**src/pkg/flash_ctl_regs.svh**
```systemverilog
// register offsets, command codes, status bit positions and timing counts
`ifndef FLASH_CTL_REGS_SVH
`define FLASH_CTL_REGS_SVH

// controller register offsets (byte addresses)
`define REG_CMD          8'h00
`define REG_ADDR         8'h04
`define REG_DATA         8'h08
`define REG_STATUS       8'h0C
`define REG_RESULT       8'h10

// command register op field
`define OP_BLOCK_ERASE   4'h1
`define OP_CHIP_ERASE    4'h2
`define OP_BYTE_WRITE    4'h3
`define OP_SUSPEND       4'h4
`define OP_RESUME        4'h5
`define OP_LOCK_BLOCK    4'h6
`define OP_LOCK_PERM     4'h7
`define OP_CLEAR_LOCKS   4'h8
`define OP_READ_ARRAY    4'h9
`define OP_CLEAR_STATUS  4'hA
`define OP_READ_ID       4'hB
`define OP_READ_STATUS   4'hC
`define OP_READ          4'hD

// flash command codes
`define FC_ERASE_SETUP   8'h20
`define FC_CHIP_SETUP    8'h30
`define FC_WRITE_SETUP   8'h40
`define FC_WRITE_SETUP2  8'h10
`define FC_CONFIRM       8'hD0
`define FC_SUSPEND       8'hB0
`define FC_LOCK_SETUP    8'h60
`define FC_LOCK_BLOCK    8'h01
`define FC_LOCK_PERM     8'hF1
`define FC_READ_ARRAY    8'hFF
`define FC_READ_STATUS   8'h70
`define FC_CLEAR_STATUS  8'h50
`define FC_READ_ID       8'h90

// status bit positions
`define SB_READY         7
`define SB_ERASE_SUSP    6
`define SB_ERASE_ERR     5
`define SB_WRITE_ERR     4
`define SB_SUPPLY_LOW    3
`define SB_WRITE_SUSP    2
`define SB_PROTECT       1
`define SB_RESERVED_MASK 8'hFE

// bus cycle timing on the flash pins
`define CYCLE_NS         100
`define CLK_NS           5
`define CYCLE_CLKS       ((`CYCLE_NS + `CLK_NS - 1) / `CLK_NS)

`endif

```
**src/pkg/flash_ctl_pkg.sv**
```systemverilog
// types shared by the flash controller
package flash_ctl_pkg;
    typedef struct packed {
        logic        we_n;
        logic        oe_n;
        logic        ce_n;
        logic [19:0] addr;
    } flash_ctrl_t;

    typedef struct packed {
        logic       wr;
        logic [7:0] data;
    } cycle_req_t;
endpackage

```
**src/design/flash_bus_cycle.sv**
```systemverilog
// one timed write or read cycle on the flash pins
`include "flash_ctl_regs.svh"
module flash_bus_cycle
    import flash_ctl_pkg::*;
#(
    parameter int CYCLE = `CYCLE_CLKS
) (
    // clock and reset
    input  wire logic        clk,
    input  wire logic        rst,
    // request
    input  wire logic        start,
    input  wire cycle_req_t  req,
    input  wire logic [19:0] addr,
    output logic             busy,
    output logic             done,
    output logic [7:0]       rdata,
    // pins
    output flash_ctrl_t      pins,
    output logic [7:0]       dq_o,
    output logic             dq_oe,
    input  wire logic [7:0]  dq_i
);
    logic [7:0]  cnt_r,   cnt_nxt;
    logic        act_r,   act_nxt;
    logic        done_r,  done_nxt;
    logic [7:0]  rdata_r, rdata_nxt;
    flash_ctrl_t pins_r,  pins_nxt;
    logic [7:0]  dq_r,    dq_nxt;
    logic        oe_r,    oe_nxt;

    always_comb begin
        cnt_nxt   = cnt_r;
        act_nxt   = act_r;
        done_nxt  = 1'b0;
        rdata_nxt = rdata_r;
        pins_nxt  = pins_r;
        dq_nxt    = dq_r;
        oe_nxt    = oe_r;
        if (!act_r && start) begin
            act_nxt       = 1'b1;
            cnt_nxt       = 8'(CYCLE);
            pins_nxt.addr = addr;
            pins_nxt.ce_n = 1'b0;
            pins_nxt.we_n = ~req.wr;
            pins_nxt.oe_n = req.wr;
            dq_nxt        = req.data;
            oe_nxt        = req.wr;
        end else if (act_r) begin
            cnt_nxt = cnt_r - 8'h01;
            if (cnt_r == 8'h01) begin
                rdata_nxt = pins_r.oe_n ? rdata_r : dq_i;
                pins_nxt  = '{we_n: 1'b1, oe_n: 1'b1, ce_n: 1'b1, addr: pins_r.addr};
                oe_nxt    = 1'b0;
                act_nxt   = 1'b0;
                done_nxt  = 1'b1;
            end
        end
    end

    always_ff @(posedge clk or posedge rst) begin
        if (rst) begin
            cnt_r   <= 8'h00;
            act_r   <= 1'b0;
            done_r  <= 1'b0;
            rdata_r <= 8'h00;
            pins_r  <= '{we_n: 1'b1, oe_n: 1'b1, ce_n: 1'b1, addr: 20'h0_0000};
            dq_r    <= 8'h00;
            oe_r    <= 1'b0;
        end else begin
            cnt_r   <= cnt_nxt;
            act_r   <= act_nxt;
            done_r  <= done_nxt;
            rdata_r <= rdata_nxt;
            pins_r  <= pins_nxt;
            dq_r    <= dq_nxt;
            oe_r    <= oe_nxt;
        end
    end

    assign busy  = act_r;
    assign done  = done_r;
    assign rdata = rdata_r;
    assign pins  = pins_r;
    assign dq_o  = dq_r;
    assign dq_oe = oe_r;
endmodule

```
**src/design/flash_ctl.sv**
```systemverilog
// host-side controller issuing command sequences to a byte-wide flash
// Functional notes
// - host masks reserved bit 0 when polling status
// - block erase: 20H anywhere, D0H in block, then poll
// - chip erase: 30H then D0H; failure on bit 5
// - byte write: 40H or 10H, then data at target
// - B0H suspends erase, D0H resumes; check bit 6 after ready
// - B0H suspends write; on bit 2 may read array, D0H resumes
// - lock: 60H then 01H at block or F1H anywhere
// - clear locks: 60H then D0H; failure on bit 5
// - FFH returns device to read array mode
// - 70H puts device in status read mode
//
// The register offsets and strobed register access are this design's own decisions.
`include "flash_ctl_regs.svh"
module flash_ctl
    import flash_ctl_pkg::*;
#(
    parameter int CYCLE = `CYCLE_CLKS
) (
    // clock and reset
    input  wire logic        CLK_SYS,
    input  wire logic        RESET,
    // software register port
    input  wire logic [7:0]  ADDR,
    input  wire logic [31:0] WDATA,
    input  wire logic        WR,
    input  wire logic        RD,
    output logic [31:0]      RDATA,
    // flash pins
    output flash_ctrl_t      FLASH_CTRL,
    output logic [7:0]       DQ_O,
    output logic             DQ_OE,
    input  wire logic [7:0]  DQ_I
);
    typedef enum {
        ST_IDLE, ST_FIRST, ST_SECOND, ST_POLL, ST_POLL_WAIT, ST_DONE
    } state_t;

    state_t      st_r,     st_nxt;
    logic [3:0]  op_r,     op_nxt;
    logic [19:0] addr_r,   addr_nxt;
    logic [7:0]  data_r,   data_nxt;
    logic [7:0]  stat_r,   stat_nxt;
    logic [7:0]  result_r, result_nxt;
    logic        err_r,    err_nxt;
    logic [31:0] rdata_r,  rdata_nxt;

    logic        cyc_start;
    cycle_req_t  cyc_req;
    logic [19:0] cyc_addr;
    logic        cyc_busy;
    logic        cyc_done;
    logic [7:0]  cyc_rdata;

    // first code written for each operation other than OP_READ, which starts with a read cycle
    function automatic logic [7:0] first_code(input logic [3:0] op);
        case (op)
            `OP_BLOCK_ERASE:  first_code = `FC_ERASE_SETUP;
            `OP_CHIP_ERASE:   first_code = `FC_CHIP_SETUP;
            `OP_BYTE_WRITE:   first_code = `FC_WRITE_SETUP;
            `OP_SUSPEND:      first_code = `FC_SUSPEND;
            `OP_RESUME:       first_code = `FC_CONFIRM;
            `OP_LOCK_BLOCK,
            `OP_LOCK_PERM,
            `OP_CLEAR_LOCKS:  first_code = `FC_LOCK_SETUP;
            `OP_READ_ARRAY:   first_code = `FC_READ_ARRAY;
            `OP_CLEAR_STATUS: first_code = `FC_CLEAR_STATUS;
            // identifier read
            `OP_READ_ID:      first_code = `FC_READ_ID;
            `OP_READ_STATUS:  first_code = `FC_READ_STATUS;
            default:          first_code = `FC_READ_ARRAY;
        endcase
    endfunction

    // second write of a two-cycle sequence
    function automatic logic [7:0] second_code(input logic [3:0] op, input logic [7:0] d);
        case (op)
            `OP_LOCK_BLOCK:  second_code = `FC_LOCK_BLOCK;
            `OP_LOCK_PERM:   second_code = `FC_LOCK_PERM;
            `OP_BYTE_WRITE:  second_code = d;
            default:         second_code = `FC_CONFIRM;
        endcase
    endfunction

    function automatic logic two_cycle(input logic [3:0] op);
        two_cycle = (op == `OP_BLOCK_ERASE) || (op == `OP_CHIP_ERASE) ||
                    (op == `OP_BYTE_WRITE) || (op == `OP_LOCK_BLOCK) ||
                    (op == `OP_LOCK_PERM) || (op == `OP_CLEAR_LOCKS);
    endfunction

    // operations that end by polling status until ready
    function automatic logic polls(input logic [3:0] op);
        polls = two_cycle(op) || (op == `OP_SUSPEND) || (op == `OP_RESUME);
    endfunction

    always_comb begin
        st_nxt     = st_r;
        op_nxt     = op_r;
        addr_nxt   = addr_r;
        data_nxt   = data_r;
        stat_nxt   = stat_r;
        result_nxt = result_r;
        err_nxt    = err_r;
        rdata_nxt  = 32'h0000_0000;
        cyc_start  = 1'b0;
        cyc_req    = '{wr: 1'b1, data: first_code(op_r)};
        cyc_addr   = addr_r;

        if (WR) begin
            case (ADDR)
                `REG_ADDR: addr_nxt = WDATA[19:0];
                `REG_DATA: data_nxt = WDATA[7:0];
                `REG_CMD: begin
                    if (st_r == ST_IDLE || st_r == ST_DONE) begin
                        op_nxt = WDATA[3:0];
                        st_nxt = ST_FIRST;
                    end else begin
                        err_nxt = 1'b1;
                    end
                end
                `REG_STATUS: if (WDATA[0]) err_nxt = 1'b0;
                default: ;
            endcase
        end

        case (st_r)
            ST_FIRST: begin
                // the done cycle must not relaunch the finished transfer
                cyc_start = ~cyc_busy & ~cyc_done;
                if (op_r == `OP_READ) begin
                    cyc_req = '{wr: 1'b0, data: 8'h00};
                end
                if (cyc_done) begin
                    if (op_r == `OP_READ) begin
                        result_nxt = cyc_rdata;
                        st_nxt     = ST_DONE;
                    end else if (two_cycle(op_r)) begin
                        st_nxt = ST_SECOND;
                    end else if (polls(op_r)) begin
                        st_nxt = ST_POLL;
                    end else begin
                        st_nxt = ST_DONE;
                    end
                end
            end
            ST_SECOND: begin
                cyc_start = ~cyc_busy & ~cyc_done;
                cyc_req   = '{wr: 1'b1, data: second_code(op_r, data_r)};
                if (cyc_done) begin
                    st_nxt = ST_POLL;
                end
            end
            ST_POLL: begin
                cyc_start = ~cyc_busy & ~cyc_done;
                cyc_req   = '{wr: 1'b0, data: 8'h00};
                if (cyc_done) begin
                    stat_nxt = cyc_rdata & `SB_RESERVED_MASK;
                    st_nxt   = cyc_rdata[`SB_READY] ? ST_DONE : ST_POLL_WAIT;
                end
            end
            ST_POLL_WAIT: st_nxt = ST_POLL;
            ST_DONE: ;
            ST_IDLE: ;
            default: st_nxt = ST_IDLE;
        endcase

        if (RD) begin
            case (ADDR)
                `REG_CMD:    rdata_nxt = {28'h000_0000, op_r};
                `REG_ADDR:   rdata_nxt = {12'h000, addr_r};
                `REG_DATA:   rdata_nxt = {24'h00_0000, data_r};
                `REG_STATUS: rdata_nxt = {16'h0000, 6'h00, err_r,
                                          (st_r == ST_IDLE || st_r == ST_DONE), stat_r};
                `REG_RESULT: rdata_nxt = {24'h00_0000, result_r};
                default:     rdata_nxt = 32'h0000_0000;
            endcase
        end
    end

    always_ff @(posedge CLK_SYS or posedge RESET) begin
        if (RESET) begin
            st_r     <= ST_IDLE;
            op_r     <= 4'h0;
            addr_r   <= 20'h0_0000;
            data_r   <= 8'h00;
            stat_r   <= 8'h00;
            result_r <= 8'h00;
            err_r    <= 1'b0;
            rdata_r  <= 32'h0000_0000;
        end else begin
            st_r     <= st_nxt;
            op_r     <= op_nxt;
            addr_r   <= addr_nxt;
            data_r   <= data_nxt;
            stat_r   <= stat_nxt;
            result_r <= result_nxt;
            err_r    <= err_nxt;
            rdata_r  <= rdata_nxt;
        end
    end

    assign RDATA = rdata_r;

    flash_bus_cycle #(
        .CYCLE (CYCLE)
    ) u_cycle (
        .clk   (CLK_SYS),
        .rst   (RESET),
        .start (cyc_start),
        .req   (cyc_req),
        .addr  (cyc_addr),
        .busy  (cyc_busy),
        .done  (cyc_done),
        .rdata (cyc_rdata),
        .pins  (FLASH_CTRL),
        .dq_o  (DQ_O),
        .dq_oe (DQ_OE),
        .dq_i  (DQ_I)
    );
endmodule

```
**config.mk**
```make
export PLATFORM = sky130hd
export DESIGN_NAME = flash_ctl
export DESIGN_NICKNAME = d
export VERILOG_FILES = /design/src/pkg/flash_ctl_pkg.sv /design/src/design/flash_bus_cycle.sv /design/src/design/flash_ctl.sv
export VERILOG_INCLUDE_DIRS = /design/src /design/src/pkg
export SDC_FILE = /design/constraint.sdc
export NUM_CORES = 1
export LEC_CHECK = 0
export BUFFER_PORTS_ARGS = -buffer_cell sky130_fd_sc_hd__buf_2
export CAP_MARGIN = 20
export CELL_PAD_IN_SITES_DETAIL_PLACEMENT = 1
export CELL_PAD_IN_SITES_GLOBAL_PLACEMENT = 2
export CORE_MARGIN = 1.5
export CORE_UTILIZATION = 39
export CTS_BUF_LIST = sky130_fd_sc_hd__clkbuf_8
export DETAILED_ROUTE_END_ITERATION = 6
export PLACE_DENSITY = 0.9
export SLEW_MARGIN = 40
export SYNTH_ARGS = -nofsm -noshare
export SYNTH_HDL_FRONTEND = slang
export SYNTH_SLANG_ARGS = --single-unit
```
**constraint.sdc**
```tcl
create_clock -name CLK_SYS -period 5.4 [get_ports CLK_SYS]
set_clock_uncertainty 0.15 [all_clocks]
set_input_delay 0.27 -clock CLK_SYS [delete_from_list [all_inputs] [get_ports CLK_SYS]]
set_output_delay 0.27 -clock CLK_SYS [all_outputs]
set_load 0.05 [all_outputs]
```
* Word level (Yosys, flattened, before mapping)
Memory sizes are Yosys's and may differ from the RTL's.
Cells that the tools add are included.
** Operators by class
- Add/subtract/negate cells :: 1
- Multipliers :: 0
- Divide/modulo/power cells :: 0
- Order comparisons :: 0
- Eq/ne operators :: 22
- Shift-type cells :: 0
- Multiplexer cells :: 34
- Bitwise logic cells :: 6
- Reductions and logical operators :: 26
** Operators by type and width (count)
- $mux W32 :: 6
- $pmux W32 S5 :: 1
- $pmux W20 S5 :: 1
- $mux W23 :: 3
- $eq A32 B2 Y1 const B :: 2
- $eq A32 B3 Y1 const B :: 2
- $logic_not A32 Y1 :: 2
- $eq A32 B1 Y1 const B :: 1
- $eq A32 B4 Y1 const B :: 1
- $pmux W9 S3 :: 1
- $pmux W8 S3 :: 1
- $mux W20 :: 1
- $eq A4 B3 Y1 const B :: 4
- $eq A8 B4 Y1 const B :: 2
- $mux W8 :: 2
- $mux W1 :: 13
- $mux W3 :: 3
- $mux W9 :: 1
- $eq A4 B2 Y1 const B :: 2
- $eq A4 B4 Y1 const B :: 2
- $eq A8 B1 Y1 const B :: 1
- $eq A8 B3 Y1 const B :: 1
- $eq A8 B5 Y1 const B :: 1
- $logic_not A8 Y1 :: 1
- 15 further kinds :: 34
** Word-level totals
- Flip-flop bits (word level) :: 162
- Latch bits :: 0
- Bits in writable memories :: 0
- ROM bits :: 128
- Word-level logic and storage cells :: 108
- Memories kept :: 1
** Memories
- (name not given) :: depth 16, width 8, read ports 1, clocked after Yosys merged registers in 0, write ports 0, line flash_ctl.sv:58 : case (op)

* Longest topological paths before layout
Gate-level depths: netlist of run 1.
- Depth after elaboration :: 13
- Depth in mapped cells :: 7

* Modules after synthesis
From an unflattened synthesis of run 1, not the netlist that was laid out.
** Second synthesis, totals
- Cell total of the unflattened synthesis :: 536
- Area total of the unflattened synthesis :: 6326.1 sq um
** By module, submodules not included
- flash_ctl :: instances 1, cells an instance 337, area an instance 4316.6 sq um
- flash_bus_cycle :: instances 1, cells an instance 199, area an instance 2009.4 sq um

* Least setup slack after synthesis of run 1
OpenSTA, ideal clock, no wires.
- Path type :: flip-flop to flip-flop
- Start point :: register st_r[17]
- End point :: register u_cycle.pins_r (netlist bit u_cycle.pins[10])
- Setup time :: 0.125 ns
- Arrival time :: 1.937 ns
- Required time :: 5.125 ns
- Slack :: 3.188 ns
- Stages on the path, launching flop included :: 6
- Path buffers :: 1
- Period minus slack after synthesis :: 2.212 ns
- Cell sequence :: dfrtp_1 nor4_1 nand4_1 nor4_4 buf_2 mux2_2
** On the way
- Word-level cells in the longest chain between the ends :: 5
- Elaborated cells on any way between the ends :: 7
- Those cells by class :: eq/ne (3); mux (2); reduce/logical (2)
** RTL lines
- start: declaration :: line flash_ctl.sv:40 : state_t st_r, st_nxt;
- start signal: assignment :: line flash_ctl.sv:192 : st_r <= st_nxt;
- $eq A32 B2 Y1 or $eq A32 B1 Y1 (tied branches) :: line flash_ctl.sv:127 : case (st_r)
- $reduce_or A3 Y1 (no line) (*)
- $mux W1 (*)
- $logic_and A1 B1 Y1 (*) :: line flash_bus_cycle.sv:40 : if (!act_r && start) begin
- $mux W23 :: line flash_bus_cycle.sv:40
- end signal: assignment :: line flash_bus_cycle.sv:67 : pins_r <= '{we_n: 1'b1, oe_n: 1'b1, ce_n: 1'b1, addr: 20'h0_0000};
- end signal: assignment :: line flash_bus_cycle.sv:75 : pins_r <= pins_nxt;
- end: declaration :: line flash_bus_cycle.sv:28 : flash_ctrl_t pins_r, pins_nxt;
Every way passes the cells marked *; elsewhere a longest branch is shown, timed or not.
A chain may end at the register's enable or synchronous reset.

* Worst setup path after layout of run 1
- Start point :: register st_r[17]
- End point :: register u_cycle.pins_r (netlist bit u_cycle.pins[9])
The elaborated chain is that of the path after synthesis.

==> flow_summary.ini, run 1 <==
[sta]
hold_viol = 0
finalSetupTns_ns = 0
fin_crit_sh_pct = 50.32
rsz0062_at_grt = no
maxSlewViolCount = 0
period_needed_ns = 2.717
holdWs_ns = 0.04317
worst_pin_slew_ns = 0.7383
fmax_ghz = 0.3680
relSlewSlack_pct = 50.78
setup_viol = 0

[power_and_ir_drop]
leakagePower_nw = 3.813
ir_drop_mv = 0.2573
power.density_nw_per_um2 = 274.3

[place]
place_inst = 782
hpwlAfterDp_um = 9757
numPortBuffers = 91
gp_congestion = 0.7955

[clocking]
cts_tree = yes
insertion_delay_ns = 0.44
clkTransAtPathRegs_ns = 0.08
cts.path.max_buffers = 2
numCtsBuffers = 17
root_buffer = clkbuf_8
clock-sinks = 150
cts_max_level = 4

[logic_synthesis]
async_reset_ff_share_pct = 100.0
synthTopCellsByArea = dfrtp_1 59%, mux2_2 15%, nor2_1 1.8%, buf_4 1.6%, ha_1 1.4%
avgSynthCellArea_um2 = 13.19
synth_top_cell_area_share_pct = 59.32
ys_seq_elements = 150
synth-edff-count = 0
synth_ff_type = dfrtp_1
synthCells = 470
netlist_area_um2 = 6201
synth_area_leader_cell = dfrtp_1
yosysWarnings = 0
synth_seq_area_share_pct = 60.59
synth_cell_types = 59

[outcome]
status = completed

[setup_path]
r2r_end = u_cycle.pins[9]
worstPathMaxFanout = 42
crit_type = reg -> reg
setup.worst_path.start = st_r[17]
reg2reg_depth = 5
worstPathCellList = nor4_1 > nand4_1 > nor4_4 > buf_4 > mux2_2
end_kind = flip-flop
cp-start-kind = flip-flop
timing.rr.start = st_r[17]
cpPeakStageDelay_ns = 0.54
slowest_stage = buf_4
cp.arrival_ns = 2.89
crit_required_ns = 5.57
reg2reg_slack_ns = 2.68

[detailed_routing]
via_per_inst = 5.040
antenna_left = 0
vias = 4249
wl_um = 14700
drt_pass1_iterations = 4
drc = 0
drt-initial-drc-count = 235
drt-wirelength-per-cell_um = 17.44

[layout]
multi_input_area_um2 = 2381
area_growth_pct = 22.34
diodes = 0
fillers = 1647
final_cells = 843
layout-drive-gt1-share_pct = 35.44
layout.area.seq_um2 = 3757
nets = 678

[floorplan]
io_pins = 116
start_util_pct = 40.34
die_area_um2 = 16670
die_w_um = 129.1
rows = 45
core_um2 = 15370
die_y_um = 129.1

[flow_run]
maxCapViolations = 0

[hold_path]
hp-start = RD
worstHoldEndpoint = RDATA[8]
hp-class = in -> reg
hold_depth = 3

[global_routing]
grt_start_max_net_pins = 86
antenna_found_initial = 0
grt_usage_pct = 19.01
grt_pass1_vias = 4630
grt_pass1_wl_um = 23980
grt.overflow.total = 0
## logic make-up after synthesis
group                    after synthesis  share of synthesized area (%)
flip-flops                           150                          60.59
AND/OR/NAND/NOR                      117                          10.88
multiplexers                          86                          15.54
AO/OA/AOI/OAI                         60                          6.840
buffers and inverters                 42                          3.693
adder cells (fa/ha/maj)                7                          1.412
XOR/XNOR                               7                         0.9887
other                                  1                        0.06047
## timing repair
item	in CTS	in global routing
hold buffers	29	0
resized for setup	0	0
endpoints found under the hold margin	121	0
buffers inserted	0	0
## cell type report
cell class / count / area share, %
multi-input cells: 318 / 31.39
repair buffers: 122 / 10.08
clock buffers: 17 / 3.084
inverters: 10 / 0.5608
well taps: 211 / 3.480
flip-flops and latches: 150 / 49.53
clock inverters: 15 / 1.880
## layer usage
layer,up-vias,wire [µm],GRT usage (%)
met1,2215,6292,23.67
li1,1918,-,-
met5,-,0,0
met3,17,590,4.211
met2,99,7637,33.06
met4,0,178,6.147
## power by group
group / switching [mW] / total (mW) / internal (mW) / leakage [nW]
Clock: 0.449 / 0.823 / 0.374 / 0.182
Sequential: 0.0124 / 1.16 / 1.14 / 2.01
Combinational: 0.0636 / 0.102 / 0.0382 / 1.62
Total: 0.525 / 2.08 / 1.56 / 3.81
## sequential cells by signal, indices dropped and copies added (netlist names)
name / count
stat_r: 7
u_cycle.done: 1
op_r: 4
data_r: 8
st_r: 32
u_cycle.dq_o: 8
err_r: 1
u_cycle.dq_oe: 1
RDATA: 20
u_cycle.rdata: 8
u_cycle.pins: 23
u_cycle.busy: 1
result_r: 8
addr_r: 20
u_cycle.cnt_r: 8
## cells in the final DEF (no fill, tap or decap), types with 5 or more instances in the layout
| master | synthesis | routed |
|---|---|---|
| inv_1 | 10 | 9 |
| mux2_2 | 82 | 82 |
| dfrtp_1 | 147 | 147 |
| nand3_1 | 5 | 5 |
| nor3_1 | 6 | 5 |
| nor4_1 | 9 | 9 |
| ha_1 | 7 | 7 |
| conb_1 | 1 | 41 |
| xor2_1 | 5 | 5 |
| a21oi_1 | 14 | 14 |
| clkbuf_8 | 0 | 17 |
| o211ai_1 | 5 | 5 |
| and3_1 | 5 | 5 |
| buf_2 | 6 | 91 |
| dlygate4sd3_1 | 0 | 29 |
| o21ai_0 | 7 | 7 |
| and2_1 | 13 | 13 |
| nor2_1 | 29 | 28 |
| nand2_1 | 22 | 22 |
| inv_6 | 0 | 6 |
## cell usage after synthesis, types with 5 or more instances
cell / number
dfrtp_1: 147
mux2_2: 82
nor2_1: 29
nand2_1: 22
a21oi_1: 14
and2_1: 13
buf_4: 13
clkbuf_1: 10
inv_1: 10
nor4_1: 9
ha_1: 7
o21ai_0: 7
buf_2: 6
nor3_1: 6
and3_1: 5
nand3_1: 5
o211ai_1: 5
xor2_1: 5
## worst max-delay path, delay by kind of cell, from the launching register on
kind                   cells  cell delay (ns)
buffers and inverters      1             0.54
and+or+nand+nor            3             1.13
muxes                      1             0.40
DFF                        1             0.36
## how the worst max path moves through the flow
stage,to,slack [ns],cells after the start
final,u_cycle.pins[9],2.68,5
after global routing,u_cycle.pins[9],2.50,5
after CTS,u_cycle.pins[14],2.64,5
after detailed placement,addr_r[9],2.53,6
after global placement,RDATA[10],2.45,6
after floorplan,RDATA[0],0.95,1
## stage by stage
| stage | worst slack (ns) | total power [mW] | utilization [%] | cell area (µm²) |
|---|---|---|---|---|
| finish | 2.683 | 2.081 | 49.35 | 7586 |
| global route | 2.499 | 2.162 | 49.35 | 7586 |
| CTS | 2.643 | 2.110 | 49.33 | 7582 |
| detailed placement | 2.529 | 1.264 | 44.99 | 6915 |
| global placement | 2.447 | 1.258 | 44.88 | 6899 |
| floorplan | 0.9486 | 1.236 | - | 6351 |
Note: power is estimated with default switching activity, not from simulation.
==> run 2, diff against run 1 <==
- CORE_UTILIZATION: 39 -> 35
- PLACE_DENSITY: 0.9 -> 0.86
- clock period: 5.4 -> 2.25 ns (I/O delays scaled with it)
==> run 2 against run 1 <==
Net effect: design area up 5.9%; sequential share of layout area fell by 2.7 points; routed wire length is 4.6% higher; register-to-register slack lost 2.6 ns; worst setup slack got worse by 2.6 ns; clock power grew 150%; utilization decreased by 2.9 points; via count is 1.7% higher; critical path type unchanged; largest cell class unchanged.
==> flow_summary.ini, run 2 (synthesized netlist as in run 1, its figures left out) <==
[power_and_ir_drop]
total_power_mw = 5.069
power.density_nw_per_um2 = 631.0
ir_drop_mv = 0.3708
leakagePower_nw = 4.051

[setup_path]
end_kind = flip-flop
crit_required_ns = 2.44
crit_type = reg -> reg
worst_path_most_repeated_cell = nor4_4
r2r_end = u_cycle.pins[8]
cpPeakStageDelay_ns = 0.40
worstPathMaxFanout = 7
cpLargestDelayFamily = simple AND/OR/NAND/NOR gates
crit_cells = 7
reg2reg_depth = 7
worstPathCellList = nor4_4 > nand4_1 > buf_4 > nor4_4 > buf_6 > clkbuf_16 > mux2_2
setup.worst_path.start = st_r[12]
cp.arrival_ns = 2.38
cp-start-kind = flip-flop
slowest_stage = dfrtp_1
timing.rr.start = st_r[12]
reg2reg_slack_ns = 0.06
crit_end = u_cycle.pins[8]
cp_num_buf_inv = 3

[clocking]
root_buffer = clkbuf_8
clock-sinks = 150
cts.path.max_buffers = 2
cts_max_level = 4
cts_tree = yes
numCtsBuffers = 17
clkTransAtPathRegs_ns = 0.09
insertion_delay_ns = 0.45

[floorplan]
start_util_pct = 35.85
io_pins = 116
die_y_um = 136.1
die_w_um = 136.1
rows = 48
die_area_um2 = 18520
core_um2 = 17300

[layout]
final_cell_area_um2 = 8034
regMostFlops = st_r
largest_register_ffs = 32
final_util_pct = 46.45
final_cell_mix = 145 x dfrtp_1, 91 x buf_2, 82 x mux2_2, 41 x conb_1, 35 x dlygate4sd3_1
nets = 719
fillers = 1887
final_cells = 898
diodes = 0
layout-drive-gt1-share_pct = 38.93
area_growth_pct = 29.56
mostFrequentLayoutCell = dfrtp_1

[global_routing]
antenna_found_initial = 0
grt_pass1_wl_um = 24940
grt.overflow.total = 0
grt_pass1_vias = 4818
grt_usage_pct = 17.75
grt_start_max_net_pins = 86

[sta]
relSlewSlack_pct = 64.97
fmax_ghz = 0.4575
worst_pin_slew_ns = 0.5254
fin_crit_sh_pct = 97.15
finalSetupTns_ns = 0
period_needed_ns = 2.186
rsz0062_at_grt = yes
hold_viol = 0
holdWs_ns = 0.1172
maxSlewViolCount = 0
setup_viol = 0
setup_slack_ns = 0.06403

[place]
gp_congestion = 0.8011
place_area_um2 = 7178
numPortBuffers = 91
place_inst = 826
hpwlAfterDp_um = 10530
dpl_worst_slack_ns = -0.05830

[flow_run]
maxCapViolations = 0

[detailed_routing]
drc = 0
vias = 4323
via_per_inst = 4.814
drt-wirelength-per-cell_um = 17.12
drt_pass1_iterations = 5
antenna_left = 0
wl_um = 15380
drt-initial-drc-count = 150

[hold_path]
hold_depth = 5
hp-class = in -> reg

[outcome]
status = completed
==> run 2: worst min path at each step <==
stage               startpoint               end  slack (ns)
finish                 ADDR[1]          RDATA[0]        0.12
global route           ADDR[1]          RDATA[0]        0.11
CTS                    ADDR[1]          RDATA[0]         0.1
detailed placement       RESET  u_cycle.pins[11]        0.14
global placement         RESET        addr_r[19]        0.12
floorplan             WDATA[0]         addr_r[0]        0.11
==> run 2: what timing repair did <==
action | in CTS | in global routing
pin swaps | 0 | 2
endpoints found under the hold margin | 191 | 0
hold buffers | 35 | 0
gates cloned | 0 | 2
setup endpoints to repair | 22 | 46
buffers inserted | 0 | 3
resized for setup | 2 | 6
==> run 2: layer usage <==
metal / global-route usage, % / routed length, µm / up-vias
li1: - / - / 2008
met1: 21.82 / 6748 / 2191
met2: 29.74 / 7648 / 101
met3: 4.735 / 636 / 23
met4: 6.915 / 344 / 0
met5: 0 / 0 / -
==> run 2: worst register-to-register path: stages, from the launching register on <==
cell       delay [ns]
dfrtp_1          0.40
nor4_4           0.28
nand4_1          0.12
buf_4            0.18
nor4_4           0.25
buf_6            0.18
clkbuf_16        0.18
mux2_2           0.34
==> run 2: power by group <==
part	switching, mW	internal, mW	leakage (nW)
combinational	0.155	0.104	1.84
clock	1.05	0.981	0.203
sequential	0.0341	2.75	2.01
==> run 2: cell type report <==
| cell class | instances | area (µm²) | area share [%] |
|---|---|---|---|
| Inverter | 10 | 41.29 | 0.5139 |
| Clock buffer | 20 | 275.3 | 3.426 |
| Sequential cell | 150 | 3760 | 46.80 |
| Clock inverter | 12 | 118.9 | 1.480 |
| Timing Repair Buffer | 163 | 1160 | 14.44 |
| Tap cell | 225 | 281.5 | 3.504 |
| Multi-Input combinational cell | 318 | 2397 | 29.84 |
